$ cat src/hw/power_down_pkg.sv
// Purpose: Shared constants and types for the power reduction controller.
// Assumes: APB with 32-bit data, one register per aligned word.
// Notes:   Register byte address is four times the register index.

`default_nettype none

package power_down_pkg;

    // Bus geometry
    localparam int APB_AW = 12;

    // Register indices and byte addresses
    localparam logic [9:0]  PCTL_INDEX  = 10'h087;
    localparam logic [9:0]  WCFG_INDEX  = 10'h088;
    localparam logic [9:0]  WSTAT_INDEX = 10'h089;
    localparam logic [11:0] PCTL_ADDR   = {PCTL_INDEX, 2'b00};
    localparam logic [11:0] WCFG_ADDR   = {WCFG_INDEX, 2'b00};
    localparam logic [11:0] WSTAT_ADDR  = {WSTAT_INDEX, 2'b00};

    // power_control field positions
    localparam int IDLE_BIT    = 0;
    localparam int PD_BIT      = 1;
    localparam int GFA_BIT     = 2;
    localparam int GFB_BIT     = 3;
    localparam int SER_SEL_BIT = 6;
    localparam int DBL_BIT     = 7;

    // power_control reset value and writable bits
    localparam logic [7:0] PCTL_RESET  = 8'h00;
    localparam logic [7:0] PCTL_WRMASK = 8'hCF;

    // wake_config layout: external enables, keypad enables, keypad polarity
    localparam int         EXT_EN_LSB  = 0;
    localparam int         KEY_EN_LSB  = 2;
    localparam int         KEY_POL_LSB = 6;
    localparam logic [9:0] WCFG_RESET  = 10'h000;

    // Keypad wake settle count in clocks
    localparam int KEY_WAKE_CLOCKS = 1024;

    // Controller states, Gray along run, power-down, pin wake; keypad wake is two bits from power-down
    typedef enum logic [2:0] {
        ST_RUN      = 3'b000,
        ST_PDOWN    = 3'b001,
        ST_WAKE_IRQ = 3'b011,
        ST_WAKE_KEY = 3'b010,
        ST_IDLE     = 3'b100
    } pm_state_e;

    // Last wake source
    typedef enum logic [1:0] {
        WS_NONE = 2'h0,
        WS_EXT  = 2'h1,
        WS_KEY  = 2'h2
    } wake_src_e;

endpackage

`default_nettype wire

$ cat src/hw/power_down_control.sv
// Purpose: Idle and power-down sequencing with pin and keypad wake.
// Assumes: clk is an always-running reference; gated clocks are enables.
// Notes:   rst models the reset pin and resets every register asynchronously; clock enables load 1.
//
// Design decision made here: the APB register port.

`timescale 1ns/10ps
`default_nettype none

module power_down_control
    import power_down_pkg::*;
#(
    parameter int KeyWakeCount = KEY_WAKE_CLOCKS
) (
    input  wire logic              clk,               // Reference clock
    input  wire logic              rst,               // Reset pin, async
    input  wire logic              psel,              // APB select
    input  wire logic              penable,           // APB enable
    input  wire logic              pwrite,            // APB direction
    input  wire logic [APB_AW-1:0] paddr,             // APB byte address
    input  wire logic [31:0]       pwdata,            // APB write data
    output logic      [31:0]       prdata,            // APB read data
    output logic                   pready,            // APB ready
    output logic                   pslverr,           // APB error
    input  wire logic              irqPending,        // Core interrupt, idle exit
    input  wire logic [1:0]        extIrqN,           // Interrupt pins, low active
    input  wire logic [3:0]        keypadIn,          // Keypad wake pins
    input  wire logic              framingErrorFlag,  // Serial framing error
    input  wire logic              serialModeBitZero, // Serial mode bit zero
    output logic                   oscEnable,         // Oscillator run
    output logic                   cpuClkEnable,      // Processor clock gate
    output logic                   perClkEnable,      // Peripheral clock gate
    output logic                   wakeInterrupt,     // Wake service pulse
    output logic      [1:0]        wakeSource,        // Last wake source
    output logic                   serialDoubleRate,  // Baud doubler
    output logic                   serialSharedBit    // Selected serial bit
);

    localparam int CntW = $clog2(KeyWakeCount) + 1;

    typedef struct packed {
        pm_state_e       st;
        logic [7:0]      pctl;
        logic [9:0]      wcfg;
        logic [CntW-1:0] cnt;
        wake_src_e       src;
        logic [5:0]      pinMeta;
        logic [5:0]      pinSync;
        logic            osc;
        logic            cpuClk;
        logic            perClk;
        logic            wakeIrq;
        logic            sharedBit;
        logic [31:0]     rdata;
        logic            slvErr;
    } pm_regs_s;

    pm_regs_s   state_reg;
    pm_regs_s   state_next;
    logic [1:0] extLevel;
    logic [3:0] keyMatch;
    logic       extHit;
    logic       keyHit;
    logic       wrPctl;
    logic       wrWcfg;

    // Wake level qualification from synchronised pins
    always_comb begin
        extLevel = ~state_reg.pinSync[5:4];
        keyMatch = ~(state_reg.pinSync[3:0] ^ state_reg.wcfg[KEY_POL_LSB +: 4]);
        extHit   = |(extLevel & state_reg.wcfg[EXT_EN_LSB +: 2]);
        keyHit   = |(keyMatch & state_reg.wcfg[KEY_EN_LSB +: 4]);
        wrPctl   = psel && penable && pwrite && (paddr == PCTL_ADDR);
        wrWcfg   = psel && penable && pwrite && (paddr == WCFG_ADDR);
    end

    // Next state of the whole controller
    always_comb begin
        state_next         = state_reg;
        state_next.pinMeta = {extIrqN, keypadIn};
        state_next.pinSync = state_reg.pinMeta;
        state_next.wakeIrq = 1'b0;

        // Sequencer; hardware clears come before software writes
        case (state_reg.st)
            ST_IDLE: begin
                if (irqPending) begin
                    state_next.pctl[IDLE_BIT] = 1'b0;
                    state_next.st             = ST_RUN;
                end
            end
            ST_PDOWN: begin
                if (extHit) begin
                    state_next.pctl[PD_BIT]   = 1'b0;
                    state_next.pctl[IDLE_BIT] = 1'b0;
                    state_next.src            = WS_EXT;
                    state_next.st             = ST_WAKE_IRQ;
                end else if (keyHit) begin
                    state_next.pctl[PD_BIT]   = 1'b0;
                    state_next.pctl[IDLE_BIT] = 1'b0;
                    state_next.src            = WS_KEY;
                    state_next.cnt            = '0;
                    state_next.st             = ST_WAKE_KEY;
                end
            end
            ST_WAKE_IRQ: begin
                if (!extHit) begin
                    state_next.wakeIrq = 1'b1;
                    state_next.st      = ST_RUN;
                end
            end
            ST_WAKE_KEY: begin
                if (state_reg.cnt == CntW'(KeyWakeCount - 1)) begin
                    state_next.wakeIrq = 1'b1;
                    state_next.st      = ST_RUN;
                end else begin
                    state_next.cnt = state_reg.cnt + CntW'(1);
                end
            end
            default: begin
                state_next.st = ST_RUN;
            end
        endcase

        // Software writes win over a clear in the same cycle
        if (wrPctl) begin
            state_next.pctl = pwdata[7:0] & PCTL_WRMASK;
        end
        if (wrWcfg) begin
            state_next.wcfg = pwdata[9:0];
        end

        // Entry from run; power-down takes precedence over idle
        if (state_reg.st == ST_RUN) begin
            if (state_next.pctl[PD_BIT]) begin
                state_next.st = ST_PDOWN;
            end else if (state_next.pctl[IDLE_BIT]) begin
                state_next.st = ST_IDLE;
            end
        end

        // Clock gates follow the coming state; wake_config is not cleared on wake
        state_next.osc    = (state_next.st != ST_PDOWN);
        state_next.perClk = (state_next.st != ST_PDOWN);
        state_next.cpuClk = (state_next.st == ST_RUN);

        // Serial shared location select
        state_next.sharedBit = state_reg.pctl[SER_SEL_BIT] ? framingErrorFlag
                                                           : serialModeBitZero;

        // Read data and error captured in the setup phase
        if (psel && !penable) begin
            state_next.rdata  = 32'h0000_0000;
            state_next.slvErr = 1'b0;
            if (paddr == PCTL_ADDR) begin
                state_next.rdata[7:0] = state_reg.pctl;
            end else if (paddr == WCFG_ADDR) begin
                state_next.rdata[9:0] = state_reg.wcfg;
            end else if (paddr == WSTAT_ADDR) begin
                state_next.rdata[2:0] = state_reg.st;
                state_next.rdata[5:4] = state_reg.src;
                state_next.rdata[CntW+7:8] = state_reg.cnt;
            end else begin
                state_next.slvErr = 1'b1;
            end
        end
    end

    // State register; reset pin clears request bits and restarts clocks
    always_ff @(posedge clk or posedge rst) begin
        if (rst) begin
            state_reg        <= '0;
            state_reg.st     <= ST_RUN;
            state_reg.pctl   <= PCTL_RESET;
            state_reg.wcfg   <= WCFG_RESET;
            state_reg.src    <= WS_NONE;
            state_reg.osc    <= 1'b1;
            state_reg.cpuClk <= 1'b1;
            state_reg.perClk <= 1'b1;
        end else begin
            state_reg <= state_next;
        end
    end

    // Outputs
    assign prdata           = state_reg.rdata;
    assign pready           = 1'b1;
    assign pslverr          = state_reg.slvErr;
    assign oscEnable        = state_reg.osc;
    assign cpuClkEnable     = state_reg.cpuClk;
    assign perClkEnable     = state_reg.perClk;
    assign wakeInterrupt    = state_reg.wakeIrq;
    assign wakeSource       = state_reg.src;
    assign serialDoubleRate = state_reg.pctl[DBL_BIT];
    assign serialSharedBit  = state_reg.sharedBit;
endmodule

`default_nettype wire

$ cat config.mk
export PLATFORM = sky130hd
export DESIGN_NAME = power_down_control
export DESIGN_NICKNAME = d
export VERILOG_FILES = /design/src/hw/power_down_pkg.sv /design/src/hw/power_down_control.sv
export SDC_FILE = /design/constraint.sdc
export NUM_CORES = 1
export LEC_CHECK = 0
export BUFFER_PORTS_ARGS = -buffer_cell sky130_fd_sc_hd__buf_2
export CAP_MARGIN = 20
export CORE_ASPECT_RATIO = 1.5
export CORE_MARGIN = 2
export CORE_UTILIZATION = 51
export CTS_CLUSTER_DIAMETER = 60
export DETAILED_ROUTE_END_ITERATION = 10
export GPL_TIMING_DRIVEN = 0
export PLACE_DENSITY = 0.84
export SLEW_MARGIN = 10
export SYNTH_ARGS = -nofsm -noshare
export SYNTH_HDL_FRONTEND = slang
export SYNTH_SLANG_ARGS = --single-unit
export TNS_END_PERCENT = 50
$ cat constraint.sdc
create_clock -name clk -period 2.8 [get_ports clk]
set_input_delay 0.7 -clock clk [delete_from_list [all_inputs] [get_ports clk]]
set_output_delay 0.7 -clock clk [all_outputs]
set_load 0.05 [all_outputs]
==> results of run 1 <==
-- cell type report --
cell class | count | area [um^2] | share of cell area (%)
flip-flops and latches | 68 | 1704 | 43.89
multi-input cells | 173 | 1177 | 30.33
plain buffers | 46 | 330.3 | 8.508
repair buffers | 63 | 315.3 | 8.121
clock buffers | 9 | 123.9 | 3.190
clock inverters | 6 | 113.9 | 2.933
well taps | 74 | 92.59 | 2.385
inverters | 6 | 25.02 | 0.6445
-- logic make-up (layout without fill, tap and decap cells) --
family | after synthesis | in the layout | share of synthesized area [%]
AOI/OAI and AO/OA | 46 | 46 | 10.71
other | 2 | 14 | 0.2355
muxes | 15 | 15 | 5.218
and+or+nand+nor | 85 | 85 | 15.65
adders and majority gates | 1 | 1 | 0.3922
buffers and inverters | 52 | 130 | 11.06
DFF | 68 | 68 | 53.43
xor gates and xnor gates | 12 | 12 | 3.295
-- critical path, cell delays in order --
cell	delay (ns)
buf_2	0.10
nor4b_2	0.33
nand2_1	0.20
nor3_2	0.20
and2_2	0.20
buf_4	0.18
mux2_2	0.34
-- layer usage --
layer,global-route usage [%],vias up,share of wire (%)
met5,0,-,0
met1,24.89,1100,39
met4,11.38,0,3.3
met2,32.69,82,53
met3,4.804,18,5.1
li1,-,1120,-
-- Yosys cell counts (2+ instances only) --
library cell and instances:
a21oi_1 5, buf_4 39, nor2_1 22, a221oi_1 3
and2_1 2, o21ai_0 10, and4b_1 2, conb_1 2
mux2i_1 2, nand3b_1 3, inv_1 6, and3_1 7
nand3_1 6, dfstp_2 2, and4_1 2, nor2b_1 3
buf_2 3, a22oi_1 2, nand2_1 16, xnor2_1 7
dfrtp_1 66, a221o_1 4, o21ai_1 3, xor2_1 5
mux2_2 13, clkbuf_1 3, a222oi_1 3, nand4_1 3
nor3_2 2, nor3_1 2, a22o_1 10, nand2b_1 3
-- how the worst max path moves through the flow --
stage,start,to,cells after the start
2_1_floorplan,rst,prdata[0],1
3_3_place_gp,rst,prdata[13],2
3_5_place_dp,paddr[7],state_reg[65],7
4_1_cts,paddr[7],state_reg[65],7
5_1_grt,paddr[7],state_reg[65],7
6_report,paddr[7],state_reg[65],7
-- where the power goes --
| part | switching (mW) | total, mW | internal (mW) | leakage [nW] |
|---|---|---|---|---|
| Combinational | 0.360 | 0.551 | 0.191 | 1.04 |
| Clock | 0.376 | 0.963 | 0.587 | 0.112 |
| Sequential | 0.0752 | 1.16 | 1.08 | 0.876 |
-- metrics by stage --
step	cells	area [um^2]
global placement	430	3642
floorplan	293	3234
detailed placement	430	3645
finish	445	3882
global route	445	3882
CTS	445	3882
==> impl_metrics.py, run 1 <==
metrics = {
    "clocking": {
        "ctsResizeCount": 0,
        "htreeDepth": 3,
        "root_buffer": "clkbuf_8",
        "cts_tree": "built",
        "cts_buffers": 9,
        "ctsHoldBuffers": 0,
        "postCtsSetupRepairBufs": 0,
        "clock-sinks": 68,
        "max-clock-path-buffers": 2,
        "clk_pin_slew_ns": 0.06,
        "insertion_delay_ns": 0.35,
    },
    "floorplanning": {
        "io_pins": 100,
        "rows": 35,
        "die_y_um": 100.9,
        "die_area_um2": 6915,
        "start_util_pct": 52.39,
        "die_width_um": 68.57,
        "core-area_um2": 6087,
    },
    "timing": {
        "fin_ws_ns": 0.7724,
        "finClkSkew_ns": 0.01290,
        "slew_viol_final": 0,
        "rsz0062_at_grt": "no",
        "min_period_ns": 2.028,
        "relSlewSlack_pct": 46.51,
        "finalCritPeriodShare_pct": 72.42,
        "fmax_mhz": 493.2,
        "fin_tns_setup_ns": 0,
        "holdWs_ns": 0.3495,
        "hold_viol_final": 0,
        "setup_violations": 0,
        "worst_pin_slew_ns": 0.8023,
    },
    "finish": {
        "drive_gt1_share_pct": 39.89,
        "nets": 426,
        "mostFrequentLayoutCells": "buf_2, dfrtp_1, buf_4",
        "largest_reg_flops": 35,
        "area_delta_synth_final_pct": 21.73,
        "num-fill-cells": 484,
        "postLayoutCoreUtil_pct": 63.78,
        "antenna_cells": 0,
    },
    "route": {
        "vias": 2320,
        "vias_per_cell": 5.213,
        "drc": 0,
        "drt_wl_total_um": 6190,
        "dr.pass1.iters": 4,
        "wire_per_inst_um": 13.91,
        "drt-initial-drc-count": 137,
        "ant_nets": 0,
    },
    "placement": {
        "hpwlAfterDp_um": 4706,
        "gp_congestion": 0.8326,
        "post-place-ws_ns": 0.4013,
        "io_buffers": 63,
    },
    "power_and_ir_drop": {
        "irDropWorstVdd_mv": 0.4154,
        "p_leak_nw": 2.028,
        "cellPowerDensity_nw_per_um2": 687.9,
        "totalPowerFinal_mw": 2.671,
    },
    "logic_synthesis": {
        "synth.cell_area_um2": 3189,
        "syn_inst": 281,
        "synth_edf_count": 0,
        "synth_top_area_share_pct": 51.79,
        "seq_area_frac_synth_pct": 53.43,
        "ys_ff_latch": 68,
        "synth_area_leaders": "dfrtp_1, buf_4, mux2_2",
        "synthDistinctLibCells": 52,
        "synthArstFlopShare_pct": 100.0,
        "synth_top_area_cell": "dfrtp_1",
        "syn-mean-instance-area_um2": 11.35,
        "yosysWarnings": 0,
        "synth_flop_cell": "dfrtp_1",
    },
    "setup_path": {
        "r2r-start": "state_reg[83]",
        "reg2reg_depth": 7,
        "endpoint_kind": "register",
        "cp_max_fo": 10,
        "cp-start-kind": "input pin",
        "reg2reg_slack_ns": 1.00,
        "crit_required_ns": 3.03,
        "cp.arrival_ns": 2.26,
        "worstReg2RegEnd": "state_reg[58]",
        "criticalPathCategory": "input pin to register",
    },
    "min_path": {
        "hold_end": "state_reg[40]",
        "min_path_cells": 0,
        "min_from": "state_next[40]",
        "min_path_type": "register to register",
    },
    "flow_run": {
        "cap_viol_max_count": 0,
    },
    "global_routing": {
        "overflow": 0,
        "grtUsageTotal_pct": 20.48,
        "grt_pass1_wl_um": 10470,
        "grt_max_degree": 69,
        "grt_pass1_vias": 2306,
        "grt_antenna_before_repair": 0,
    },
    "outcome": {
        "outcome": "finished clean",
    },
}
No activity file was read; power rests on OpenSTA's default activity.
==> run 2, diff against run 1 <==
==> constraint.sdc (replaced) <==
create_clock -name clk -period 1.9 [get_ports clk]
set_input_delay 0.475 -clock clk [delete_from_list [all_inputs] [get_ports clk]]
set_output_delay 0.475 -clock clk [all_outputs]
set_load 0.05 [all_outputs]
==> impl_metrics.py, run 2 (synthesis results as in run 1) <==
metrics = {
    "outcome": {
        "outcome": "finished clean",
    },
    "setup_path": {
        "worstReg2RegEnd": "state_reg[58]",
        "endpoint_kind": "register",
        "cp-start-kind": "register",
        "reg2reg_depth": 7,
        "cp.arrival_ns": 2.05,
        "crit_required_ns": 2.14,
        "cp_max_fo": 10,
        "r2r-start": "state_reg[83]",
        "criticalPathCategory": "register to register",
        "reg2reg_slack_ns": 0.09,
    },
    "global_routing": {
        "overflow": 0,
        "use_met3_pct": 6.145,
        "grt_antenna_before_repair": 0,
        "grt_pass1_vias": 2283,
        "grt_pass1_wl_um": 10430,
        "grt.busiest_layer": "met2",
        "grtUsageTotal_pct": 20.66,
        "met1_usage_pct": 24.44,
        "grt_util_met2_pct": 33.73,
        "grt_max_degree": 38,
    },
    "placement": {
        "io_buffers": 63,
        "hpwlAfterDp_um": 4777,
        "gp_congestion": 0.8584,
        "dp.cells": 431,
    },
    "timing": {
        "fmax_mhz": 551.3,
        "relSlewSlack_pct": 47.34,
        "finalCritPeriodShare_pct": 95.47,
        "rsz0062_at_grt": "no",
        "fin_tns_setup_ns": 0,
        "finClkSkew_ns": 0.01158,
        "worst_pin_slew_ns": 0.7883,
        "min_period_ns": 1.814,
        "hold_viol_final": 0,
        "setup_violations": 0,
        "slew_viol_final": 0,
        "holdWs_ns": 0.2268,
    },
    "route": {
        "vias_per_cell": 5.166,
        "vias": 2309,
        "drc": 0,
        "drt_wl_total_um": 6137,
        "wire_per_inst_um": 13.73,
        "ant_nets": 0,
        "drt-initial-drc-count": 174,
        "dr.pass1.iters": 4,
    },
    "clocking": {
        "clock-sinks": 68,
        "cts_buffers": 9,
        "ctsResizeCount": 0,
        "cts_tree": "built",
        "insertion_delay_ns": 0.35,
        "postCtsSetupRepairBufs": 0,
        "clk_pin_slew_ns": 0.08,
        "ctsHoldBuffers": 0,
        "htreeDepth": 3,
        "root_buffer": "clkbuf_8",
        "max-clock-path-buffers": 2,
    },
    "floorplanning": {
        "core-area_um2": 6087,
        "io_pins": 100,
        "start_util_pct": 52.39,
        "die_area_um2": 6915,
        "die_width_um": 68.57,
        "die_y_um": 100.9,
        "rows": 35,
    },
    "min_path": {
        "min_path_cells": 1,
        "min_from": "keypadIn[0]",
        "min_path_type": "input pin to register",
        "hold_end": "state_next[38]",
    },
    "finish": {
        "antenna_cells": 0,
        "mostFrequentLayoutCells": "buf_2, dfrtp_1, buf_4",
        "drive_gt1_share_pct": 40.48,
        "area_delta_synth_final_pct": 21.26,
        "num-fill-cells": 494,
        "largest_reg_flops": 35,
        "multi_input_area_um2": 1195,
        "register_area_um2": 1704,
        "nets": 427,
        "layoutNonFillerInstCount": 447,
    },
    "power_and_ir_drop": {
        "irDropWorstVdd_mv": 0.6584,
        "p_leak_nw": 2.015,
        "totalPowerFinal_mw": 3.613,
        "cellPowerDensity_nw_per_um2": 934.2,
    },
    "flow_run": {
        "cap_viol_max_count": 0,
    },
}
[run 2: changes by cell type in the layout (fill, tap and decap cells not counted), sizes merged]
cell	previous run	this run
buf	106	107
bufinv	3	0
clkbuf	12	13
clkinv	1	2
clkinvlp	2	3
inv	6	7
[run 2: how the worst max path moves through the flow]
| stage | start | endpoint | slack (ns) | cells after the start |
|---|---|---|---|---|
| 6_report | state_reg[83] | state_reg[58] | 0.09 | 7 |
| 5_1_grt | state_reg[82] | cpuClkEnable | 0.004 | 7 |
| 4_1_cts | paddr[7] | state_reg[72] | 0.08 | 7 |
| 3_5_place_dp | paddr[7] | state_reg[66] | -0.30 | 7 |
| 3_3_place_gp | paddr[7] | state_reg[66] | -0.26 | 7 |
| 2_1_floorplan | paddr[7] | state_reg[65] | -0.03 | 6 |
[run 2: critical path, cell delays in order, from the launching register on]
cell and delay, ns:
dfrtp_1 0.40, buf_6 0.15, or3b_4 0.42, nor2_2 0.12
a21boi_2 0.22, and4_1 0.23, xnor2_1 0.11, nor2_1 0.05
[run 2: area by class of cell]
type                    instances  share of cell area (%)
clock buffers                  10                   3.559
plain buffers                  46                   8.541
clock inverters                 6                   1.197
inverters                       6                  0.6794
well taps                      74                   2.394
multi-input cells             173                   30.90
flip-flops and latches         68                   44.06
repair buffers                 64                   8.670
[run 2: power breakdown]
part	leakage, nW	switching, mW	internal (mW)
combinational	1.05	0.543	0.289
clock	0.0893	0.560	0.517
sequential	0.876	0.111	1.59
[run 2: per-stage QoR]
step	worst slack, ns	instance area, um^2	utilization, %
2_1_floorplan	-0.02769	3238	-
3_3_place_gp	-0.2557	3646	59.90
3_5_place_dp	-0.2968	3666	60.23
4_1_cts	0.08087	3850	63.25
5_1_grt	0.003766	3867	63.54
6_report	0.08616	3867	63.54
[run 2: metal layers]
layer / vias up / share of wire (%) / routed length, um
li1: 1116 / - / -
met5: - / 0 / 0
met2: 76 / 53 / 3270
met4: 0 / 2.5 / 155
met3: 15 / 5.1 / 314
met1: 1102 / 39 / 2396
